<file path="config.mk">
export PLATFORM = sky130hd
export DESIGN_NAME = csp_ctrl
export DESIGN_NICKNAME = d
export VERILOG_FILES = /design/src/design/csp_irq_steer.v /design/src/design/csp_ctrl.v
export VERILOG_INCLUDE_DIRS = /design/src /design/src/design
export SDC_FILE = /design/constraint.sdc
export NUM_CORES = 1
export LEC_CHECK = 0
export BUFFER_PORTS_ARGS = -buffer_cell sky130_fd_sc_hd__buf_4
export CORE_MARGIN = 3
export CORE_UTILIZATION = 46
export CTS_CLUSTER_SIZE = 10
export DETAILED_ROUTE_END_ITERATION = 10
export GPL_TIMING_DRIVEN = 0
export PLACE_DENSITY = 0.77
export SYNTH_ARGS = -nofsm -noshare
export SYNTH_HDL_FRONTEND = slang
export SYNTH_HIERARCHICAL = 1
export SYNTH_SLANG_ARGS = --single-unit
</file>
<file path="constraint.sdc">
create_clock -name sys_clk -period 1.3 [get_ports sys_clk]
set_input_delay 0.195 -clock sys_clk [delete_from_list [all_inputs] [get_ports sys_clk]]
set_output_delay 0.195 -clock sys_clk [all_outputs]
set_load 0.03 [all_outputs]
</file>
<file path="src/design/csp_defs.vh">
// constants for the card socket power and interrupt control block
`ifndef CSP_DEFS_VH
`define CSP_DEFS_VH

// ********************************************
// register offsets (byte addresses, 12 bits)
// ********************************************
`define CSP_OFS_PWR_A     12'h002
`define CSP_OFS_IGC_A     12'h003
`define CSP_OFS_PWR_B     12'h042
`define CSP_OFS_IGC_B     12'h043
`define CSP_OFS_CB_PWR    12'h802
`define CSP_OFS_CB_IGC    12'h803

// ********************************************
// reset values
// ********************************************
`define CSP_PWR_RST       8'h00
`define CSP_IGC_RST       8'h00

// ********************************************
// power register fields
// ********************************************
`define CSP_PWR_GATE      7
`define CSP_PWR_AUTO      5
`define CSP_PWR_SUP_ON    4
`define CSP_PWR_VCC_HI    4
`define CSP_PWR_VCC_LO    3
`define CSP_PWR_VPP_HI    1
`define CSP_PWR_VPP_LO    0
// writable and readable bits of each layout
`define CSP_PWR_MASK_ORIG 8'hb3
`define CSP_PWR_MASK_LATE 8'h9b

// ********************************************
// interrupt and general control fields
// ********************************************
`define CSP_IGC_RING      7
`define CSP_IGC_RESET     6
`define CSP_IGC_KIND      5
`define CSP_IGC_CSC_PCI   4
`define CSP_IGC_PICK_HI   3
`define CSP_IGC_PICK_LO   0

// ********************************************
// encodings
// ********************************************
`define CSP_COMPAT_ORIG   4'h2
`define CSP_VPP_NONE      2'h0
`define CSP_VPP_VCC       2'h1
`define CSP_VPP_12V       2'h2
`define CSP_VCC_5V        2'h2
`define CSP_VCC_3V3       2'h3
`define CSP_PICK_NONE     4'h0
`define CSP_PICK_SMI      4'h2

`endif

</file>
<file path="src/design/csp_irq_steer.v">
// steers one interrupt event onto the line chosen by a 4-bit pick code
`include "csp_defs.vh"

module csp_irq_steer
(
   // clock and reset
   input  wire        sys_clk,
   input  wire        rst_n,
   // event and selection
   input  wire        evt,
   input  wire        en,
   input  wire [3:0]  pick,
   // steered outputs
   output reg  [15:0] irq_q,
   output reg         smi_q
);

   // ********************************************
   // one flop per line
   // ********************************************
   genvar k;
   generate
      for (k = 0; k < 16; k = k + 1)
      begin : g_line
         always @(posedge sys_clk or negedge rst_n)
         begin
            if (!rst_n)
               irq_q[k] <= 1'b0;
            else
               // code 0 routes nothing and code 2 is the smi, not a line
               irq_q[k] <= en & evt & (pick == k) & (k != 0) & (k != 2);
         end
      end
   endgenerate

   always @(posedge sys_clk or negedge rst_n)
   begin
      if (!rst_n)
         smi_q <= 1'b0;
      else
         smi_q <= en & evt & (pick == `CSP_PICK_SMI);
   end

endmodule // csp_irq_steer

</file>
<file path="src/design/csp_ctrl.v">
// two-socket power, reset and interrupt steering registers
`include "csp_defs.vh"

module csp_ctrl
(
   // clock and reset
   input  wire        sys_clk,
   input  wire        rst_n,
   // register port
   input  wire [11:0] reg_addr,
   input  wire        reg_wr,
   input  wire        reg_rd,
   input  wire [7:0]  reg_wdata,
   input  wire        cb_sock,
   output wire [7:0]  reg_rdata,
   output wire        reg_rvalid,
   // system side state
   input  wire [3:0]  compat_revision_field,
   input  wire [1:0]  system_supply_bit,
   input  wire [7:0]  status_change_irq_pick,
   // card side inputs, socket b in the upper bits
   input  wire [3:0]  card_detect_n,
   input  wire [1:0]  battery1_or_ring_pin,
   input  wire [1:0]  card_func_irq,
   input  wire [1:0]  status_change_evt,
   // card and switch outputs
   output wire [1:0]  card_output_gate,
   output wire [1:0]  vcc_5v_on,
   output wire [1:0]  vcc_3v3_on,
   output wire [1:0]  vpp_vcc_on,
   output wire [1:0]  vpp_12v_on,
   output wire [1:0]  socket_power_state,
   output wire [1:0]  card_reset,
   output wire [1:0]  card_kind,
   output wire [1:0]  ring_indicate,
   output wire [1:0]  battery1_level,
   // interrupt outputs
   output wire [1:0]  status_change_to_pci,
   output wire [31:0] card_irq_lines,
   output wire [1:0]  card_smi,
   output wire [31:0] csc_irq_lines,
   output wire [1:0]  csc_smi
);

   // ********************************************
   // address decode
   // ********************************************
   // returns {hit, socket, is_ctrl}
   function [2:0] dec;
      input [11:0] a;
      input        sock;
      begin
         case (a)
            `CSP_OFS_PWR_A:  dec = 3'h4;
            `CSP_OFS_IGC_A:  dec = 3'h5;
            `CSP_OFS_PWR_B:  dec = 3'h6;
            `CSP_OFS_IGC_B:  dec = 3'h7;
            `CSP_OFS_CB_PWR: dec = {1'b1, sock, 1'b0};
            `CSP_OFS_CB_IGC: dec = {1'b1, sock, 1'b1};
            default:         dec = 3'h0;
         endcase
      end
   endfunction

   // mask of live power bits for the active layout
   function [7:0] pwr_mask;
      input orig;
      begin
         if (orig)
            pwr_mask = `CSP_PWR_MASK_ORIG;
         else
            pwr_mask = `CSP_PWR_MASK_LATE;
      end
   endfunction

   // returns {3.3 V, 5 V} for a later-layout supply code; 00 and 01 both mean off
   function [1:0] vcc_dec;
      input [1:0] code;
      begin
         case (code)
            `CSP_VCC_5V:  vcc_dec = 2'b01;
            `CSP_VCC_3V3: vcc_dec = 2'b10;
            default:      vcc_dec = 2'b00;
         endcase
      end
   endfunction

   wire [2:0]  wdec = dec(reg_addr, cb_sock);
   wire [2:0]  rdec = dec(reg_addr, cb_sock);
   // the revision field lives elsewhere; only its value is watched here
   wire        orig_mode = (compat_revision_field == `CSP_COMPAT_ORIG);
   wire [7:0]  live_mask = pwr_mask(orig_mode);

   wire [15:0] pwr_all;
   wire [15:0] igc_all;

   // ********************************************
   // per-socket logic
   // ********************************************
   genvar s;
   generate
      for (s = 0; s < 2; s = s + 1)
      begin : g_sock
         reg  [7:0] pwr_q;
         reg  [7:0] igc_q;
         reg        gate_q;
         reg        v5_q;
         reg        v33_q;
         reg        pvcc_q;
         reg        p12_q;
         reg        pstate_q;
         reg        crst_q;
         reg        kind_q;
         reg        ring_q;
         reg        bat_q;
         reg        cpci_q;
         wire       wr_pwr;
         wire       wr_igc;
         wire [7:0] pwr_eff;
         wire       present;
         wire [1:0] vcc_code;
         wire [1:0] vpp_code;
         wire       sup_orig;
         wire       sup_late;
         wire       sup_on;
         wire       vpp_vcc_d;
         wire       vpp_12v_d;
         wire [3:0] pick;
         wire       to_pci;
         wire [1:0] vcc_hit;
         wire [7:0] pwr_d;
         wire [7:0] igc_d;
         wire       gate_d;
         wire       v5_d;
         wire       v33_d;
         wire       pstate_d;
         wire       crst_d;
         wire       kind_d;
         wire       ring_d;
         wire       bat_d;
         wire       cpci_d;

         assign wr_pwr = reg_wr & wdec[2] & (wdec[1] == s) & ~wdec[0];
         assign wr_igc = reg_wr & wdec[2] & (wdec[1] == s) & wdec[0];
         // reserved bits of the active layout are dropped on the way in
         assign pwr_d  = wr_pwr ? (reg_wdata & live_mask) : pwr_q;
         assign igc_d  = wr_igc ? reg_wdata : igc_q;

         // ********************************************
         // registers
         // ********************************************
         always @(posedge sys_clk or negedge rst_n)
         begin
            if (!rst_n)
            begin
               pwr_q <= `CSP_PWR_RST;
               igc_q <= `CSP_IGC_RST;
            end
            else
            begin
               pwr_q <= pwr_d;
               igc_q <= igc_d;
            end
         end

         // stale bits left by a layout change are hidden, not trusted
         assign pwr_eff = pwr_q & live_mask;
         assign pwr_all[8*s+7:8*s] = pwr_eff;
         assign igc_all[8*s+7:8*s] = igc_q;

         // ********************************************
         // supply decode
         // ********************************************
         assign present  = ~card_detect_n[2*s] & ~card_detect_n[2*s+1];
         assign vcc_code = pwr_eff[`CSP_PWR_VCC_HI:`CSP_PWR_VCC_LO];
         assign vpp_code = pwr_eff[`CSP_PWR_VPP_HI:`CSP_PWR_VPP_LO];
         // auto switching drops supply while the card is not fully seated
         assign sup_orig = pwr_eff[`CSP_PWR_SUP_ON] & system_supply_bit[s]
                           & (~pwr_eff[`CSP_PWR_AUTO] | present);
         assign vcc_hit  = vcc_dec(vcc_code);
         assign sup_late = |vcc_hit;
         assign sup_on   = orig_mode ? sup_orig : sup_late;
         assign vpp_vcc_d = sup_on & (vpp_code == `CSP_VPP_VCC);
         assign vpp_12v_d = sup_on & (vpp_code == `CSP_VPP_12V);

         // ********************************************
         // status change routing
         // ********************************************
         assign pick   = igc_q[`CSP_IGC_PICK_HI:`CSP_IGC_PICK_LO];
         assign to_pci = igc_q[`CSP_IGC_CSC_PCI] | (pick == `CSP_PICK_NONE);

         // ********************************************
         // next values
         // ********************************************
         assign gate_d   = pwr_eff[`CSP_PWR_GATE];
         // original layout has no voltage field, so it means 5 V
         assign v5_d     = sup_on & (orig_mode | vcc_hit[0]);
         assign v33_d    = sup_on & ~orig_mode & vcc_hit[1];
         assign pstate_d = sup_on;
         assign crst_d   = ~igc_q[`CSP_IGC_RESET];
         assign kind_d   = igc_q[`CSP_IGC_KIND];
         assign ring_d   = igc_q[`CSP_IGC_RING] & battery1_or_ring_pin[s];
         assign bat_d    = ~igc_q[`CSP_IGC_RING] & battery1_or_ring_pin[s];
         assign cpci_d   = to_pci & status_change_evt[s];

         // ********************************************
         // output flops
         // ********************************************
         always @(posedge sys_clk or negedge rst_n)
         begin
            if (!rst_n)
            begin
               gate_q   <= 1'b0;
               v5_q     <= 1'b0;
               v33_q    <= 1'b0;
               pvcc_q   <= 1'b0;
               p12_q    <= 1'b0;
               pstate_q <= 1'b0;
               crst_q   <= 1'b1;
               kind_q   <= 1'b0;
               ring_q   <= 1'b0;
               bat_q    <= 1'b0;
               cpci_q   <= 1'b0;
            end
            else
            begin
               gate_q   <= gate_d;
               v5_q     <= v5_d;
               v33_q    <= v33_d;
               pvcc_q   <= vpp_vcc_d;
               p12_q    <= vpp_12v_d;
               pstate_q <= pstate_d;
               crst_q   <= crst_d;
               kind_q   <= kind_d;
               ring_q   <= ring_d;
               bat_q    <= bat_d;
               cpci_q   <= cpci_d;
            end
         end

         assign card_output_gate[s]     = gate_q;
         assign vcc_5v_on[s]            = v5_q;
         assign vcc_3v3_on[s]           = v33_q;
         assign vpp_vcc_on[s]           = pvcc_q;
         assign vpp_12v_on[s]           = p12_q;
         assign socket_power_state[s]   = pstate_q;
         assign card_reset[s]           = crst_q;
         assign card_kind[s]            = kind_q;
         assign ring_indicate[s]        = ring_q;
         assign battery1_level[s]       = bat_q;
         assign status_change_to_pci[s] = cpci_q;

         // ********************************************
         // interrupt steering
         // ********************************************
         csp_irq_steer u_card_irq
         (
            .sys_clk (sys_clk),
            .rst_n   (rst_n),
            .evt     (card_func_irq[s]),
            .en      (igc_q[`CSP_IGC_KIND]),
            .pick    (pick),
            .irq_q   (card_irq_lines[16*s+15:16*s]),
            .smi_q   (card_smi[s])
         );

         csp_irq_steer u_csc_irq
         (
            .sys_clk (sys_clk),
            .rst_n   (rst_n),
            .evt     (status_change_evt[s]),
            .en      (~to_pci),
            .pick    (status_change_irq_pick[4*s+3:4*s]),
            .irq_q   (csc_irq_lines[16*s+15:16*s]),
            .smi_q   (csc_smi[s])
         );
      end
   endgenerate

   // ********************************************
   // read path
   // ********************************************
   reg  [7:0] rdata_q;
   reg        rvalid_q;
   reg  [7:0] rdata_d;

   always @*
   begin
      rdata_d = 8'h00;
      if (rdec[2])
      begin
         case (rdec[1:0])
            2'h0:    rdata_d = pwr_all[7:0];
            2'h1:    rdata_d = igc_all[7:0];
            2'h2:    rdata_d = pwr_all[15:8];
            2'h3:    rdata_d = igc_all[15:8];
            default: rdata_d = 8'h00;
         endcase
      end
   end

   always @(posedge sys_clk or negedge rst_n)
   begin
      if (!rst_n)
      begin
         rdata_q  <= 8'h00;
         rvalid_q <= 1'b0;
      end
      else
      begin
         rvalid_q <= reg_rd;
         // unmapped reads answer zero, so a stray read never shows old data
         if (reg_rd)
            rdata_q <= rdata_d;
      end
   end

   assign reg_rdata  = rdata_q;
   assign reg_rvalid = rvalid_q;

endmodule // csp_ctrl

</file>
* Word-level counts from Yosys, hierarchy flattened
Cells that the tools add are included. W data, S select, Z words.
Word-level totals: output and inout port bits 99, flip-flop bits (word level) 123, input port bits 49
Operators by class: muxes and demuxes 8, bitwise operators 117, reductions and logical operators 5, equality and inequality tests 78
Operator list (count):
- $eq A4 B4 Y1 const B | 32
- $and A1 B1 Y1 | 93
- $eq A4 B3 Y1 const B | 16
- $eq A4 B2 Y1 const B | 9
- $pmux W8 S4 | 1
- $and A8 B8 Y8 | 3
- $eq A12 B12 Y1 const B | 2
- $eq A12 B2 Y1 const B | 2
- $eq A12 B7 Y1 const B | 2
- $pmux W3 S6 | 1
- $eq A2 B2 Y1 const B | 8
- $eq A4 B1 Y1 const B | 4
- $not A1 Y1 | 15
- $logic_not A4 Y1 | 2
- $mux W8 | 1
- $pmux W2 S2 | 2
- $eq A2 B1 Y1 const B | 3
- $mux W6 | 1
- $or A1 B1 Y1 | 6
- $reduce_or A2 Y1 | 2
- $logic_not A2 Y1 | 1
- $mux W1 | 2

* Depth between registers and ports, before layout
depth in word-level cells 9, depth in mapped cells 6, mapped depth without buffers 4

* By module
The synthesis kept the hierarchy.
By module, submodules not included:
- csp_ctrl | times used 1, cells each 243, area an instance 2881.5 µm²
- csp_irq_steer | times used 4, cells each 40, area an instance 511.7 µm²

* Worst setup path before layout
No wires, ideal clock.
path kind input-to-reg, start input port reg_addr[11], end register g_sock[1].pwr_q[0], path slack -448 ps, arrival 1622 ps, buffers on the path 2, cell stages on the path 6, path through buf_2 > nand2b_1 > and2_1 > or4_4 > buf_6 > mux2_4
Between the ends: cells in the longest elaborated chain, start to end 5, elaborated cells between the ends (all ways) 11, those cells by class eq/ne: 6; mux: 1; bitwise: 4
Ends and longest elaborated chain:
- from (decl) | line csp_ctrl.v:10 | input wire [11:0] reg_addr,
- $eq A12 B12 Y1 (tied with other cells) | line csp_ctrl.v:53 | case (a)
- $pmux W3 S6 (*) | line csp_ctrl.v:53
- $and A1 B1 Y1 (2 in series) | line csp_ctrl.v:143 | assign wr_pwr = reg_wr & wdec[2] & (wdec[1] == s) & ~wdec[0];
- $and A1 B1 Y1 (*) | line csp_ctrl.v:143
- to (signal assigned) | line csp_ctrl.v:156 | pwr_q <= `CSP_PWR_RST;
- to (signal assigned) | line csp_ctrl.v:161 | pwr_q <= pwr_d;
- to (decl) | line csp_ctrl.v:104 | reg [7:0] pwr_q;
Mark *: on every way between the ends. The rest lies on a longest branch, timed or not. A chain may end at the register's enable or synchronous reset.

* Worst setup path in the final report
start register g_sock[1].crst_q, end output port card_reset[1]
RTL lines:
- from (decl) | line csp_ctrl.v:112 | reg crst_q;
- from (signal assigned) | line csp_ctrl.v:233 | crst_q <= crst_d;
- to (decl) | line csp_ctrl.v:33 | output wire [1:0] card_reset,
No word-level cell between the ends.

==> metrics <==
post-route insts no fill=738; Hold Violations, Final=0; layout cell share with drive strength beyond 1=0.465; Startpoint Class=register; Synth Instances=403; CTS Buf Count=17; worst-path maximum fanout=1; Period minus WS final=1.36 ns; Vias/cell=5.22; PnR worst setup slack=-0.0586 ns; worst path bufs/invs=1; WL per Instance=16.5 um; Static Leak=3.57 nW; vias post-DR=3854; RSZ-0062 raised after global routing=true; actual slew at the worst max-slew pin=0.680 ns; post-route ant nets=0; hpwl dp=7.85 mm; max-cap violations=0; CP delay by family, top=flip-flops; top cell type's share of synthesized area=0.594; drt first-iter violations=281; dpl cells=680; Mapped Area=0.00493 mm^2; TritonCTS clock tree=done; antenna cells=0; Max rail drop VDD=0.715 mV; Post-synth EDFFs=0; fillcell total=706; reg2reg setup slack=0.02 ns; Max Clk Rate=736 MHz; Yosys warnings=6; final net count=638; crit-path max cell delay=0.54 ns; first-pass GRT wire length=18.6 mm; width of the chip=110 um; total grt overflow=0; Synth Register Bits=119; First-pass DRT Iterations=4; largest net degree at the start of global routing=120; # IOs=148; Synth area leaders=dfrtp_1 59%, mux2_2 5.0%, buf_4 4.6%; Die Y=110 um; H-tree lvl count=4; die area=0.0120 mm^2; row count=37; Post-synth ARST share=1.00; # DRC=0; Initial Util=0.475; Clk Latency, worst-skew pair=0.51 ns; vias in the first global route=3703; Tcrit/Tclk final=1.05; initial antenna violation count=0; worst hold-check path type=in2reg; total wire length=12.2 mm; Design Area, Final=0.00734 mm^2; IO buf count=137; arrival time at the worst endpoint=1.16 ns; CTS root buf=clkbuf_8; setup TNS=-0.114 ns; Placed Area=0.00623 mm^2; Main synth FF type=dfrtp_1; Synth area leader=dfrtp_1; Reg clk slew, reported paths=0.06 ns; slew margin rel.=0.540; Total GRT Usage=0.203; clock tree buffer depth=2; CP Capture Type=output port; overall power=0.00912 W; pwr dens=1240 mW/mm^2; Avg Cell Area, Syn=12.2 um^2; Final Wtd Congestion=0.866; Sink Count=119; Worst EP required=1.11 ns; failing checks=negative setup slack; Crit Path Category=reg2out; Std-Cell Core Area=0.0104 mm^2; Critical Path, Cell by Cell=buf_6; utilization after layout=0.708; Fin Clk Skew=0.00832 ns; final setup fails=2; outcome=finished, violations left; Synth cell types=53; Area Growth Syn to Fin=48.9%; CP max stage cell=dfstp_2; Seq/Total Area, Yosys=0.605; Final Max Tran Viols=0
## registers in the layout, indices dropped and copies added (netlist names), 8 cells and up
register                 flops
reg_rdata                    8
g_sock.u_csc_irq/irq_q      28
g_sock.pwr_q                12
g_sock.igc_q                16
g_sock.u_card_irq/irq_q     28
## per-layer routing
metal | wire length, um | track usage | vias up | share of wire
li1 | - | - | 1765 | -
met1 | 5120 | 0.265 | 1923 | 0.42
met2 | 6080 | 0.328 | 153 | 0.50
met3 | 840 | 0.0528 | 13 | 0.069
met4 | 155 | 0.0703 | 0 | 0.013
met5 | 0 | 0 | - | 0
## cell usage in the layout, fill, tap and decap left out, drive strengths merged, types with 4 or more instances in the layout
master,count
inv,20
nand2b,11
dfrtp,117
nor4,17
a21oi,7
nor2,43
and2,8
nor2b,8
nor3,20
nand2,14
conb,8
nor3b,8
clkbuf,23
mux2,28
nand4,4
nand4b,8
buf,173
dlygate4sd3,24
o21ai,9
## area by class of cell
class	count	area, um^2	area share
buffer	16	108	0.0147
clock buffer	18	418	0.0569
clock inverter	14	185	0.0252
inverter	12	45.0	0.00614
multi-input combinational	237	1810	0.247
sequential	119	2990	0.408
tap	136	170	0.0232
timing repair buffer	186	1610	0.219
## through the flow
| stage | setup slack [ns] | hold slack, ns |
|---|---|---|
| floorplan | -0.440 | -0.101 |
| global placement | -0.754 | 0.324 |
| detailed placement | -0.747 | 0.328 |
| CTS | -0.0902 | 0.0310 |
| global route | -0.0953 | 0.0704 |
| finish | -0.0586 | 0.0663 |
## power breakdown
group          switching (W)  leakage, nW  internal (W)  total (W)
sequential         0.0000127         1.63       0.00372    0.00374
combinational       0.000345         1.65      0.000277   0.000621
clock                0.00179        0.293       0.00297    0.00476
## Yosys cell counts (3+ instances only)
| master | instances |
|---|---|
| nor4_4 | 3 |
| nor3b_1 | 7 |
| a21o_1 | 3 |
| o31ai_1 | 3 |
| and2_1 | 8 |
| mux2_4 | 6 |
| nor4_1 | 10 |
| inv_1 | 12 |
| o21ai_0 | 8 |
| mux2_2 | 22 |
| or3_1 | 3 |
| nor4_2 | 4 |
| nand2b_1 | 11 |
| nor3_1 | 20 |
| buf_4 | 30 |
| conb_1 | 4 |
| o31a_1 | 3 |
| a21oi_1 | 7 |
| nand2_1 | 14 |
| clkbuf_1 | 6 |
| o22ai_1 | 3 |
| nor2b_1 | 8 |
| nand4_1 | 4 |
| nand4b_1 | 8 |
| nor2_1 | 43 |
| o32ai_1 | 3 |
| dfrtp_1 | 117 |
## timing repair
item | CTS | global route
pin swaps | 11 | 8
gates resized for setup | 37 | 20
endpoints found under the hold margin | 46 | 47
endpoints found under the setup margin | 87 | 54
hold buffers | 23 | 1
buffers inserted | 23 | 1
## logic make-up (layout without fill, tap and decap cells)
group           count (synthesis)  count (layout)  synth area share
simple gates                  155             155             0.193
mux                            30              30            0.0726
flops                         119             119             0.605
buf+inv                        51             246            0.0637
other cells                     4               8           0.00305
compound gates                 44              44            0.0627
## path summary, 6_finish.rpt
| path | startpoint | to | cells after the start |
|---|---|---|---|
| worst max register to register | g_sock[0].igc_q[0] | reg_rdata[0] | 4 |
| max in group asynchronous | rst_n | g_sock[1].igc_q[1] | 3 |
| min in group asynchronous | rst_n | g_sock[0].u_csc_irq/irq_q[15] | 2 |
| worst max-delay path | g_sock[1].crst_q | card_reset[1] | 1 |
| worst min-delay path | compat_revision_field[2] | g_sock[0].v33_q | 3 |
| worst min register to register | g_sock[1].pwr_q[7] | g_sock[1].gate_q | 0 |
Power figures use the tool's default switching activity.
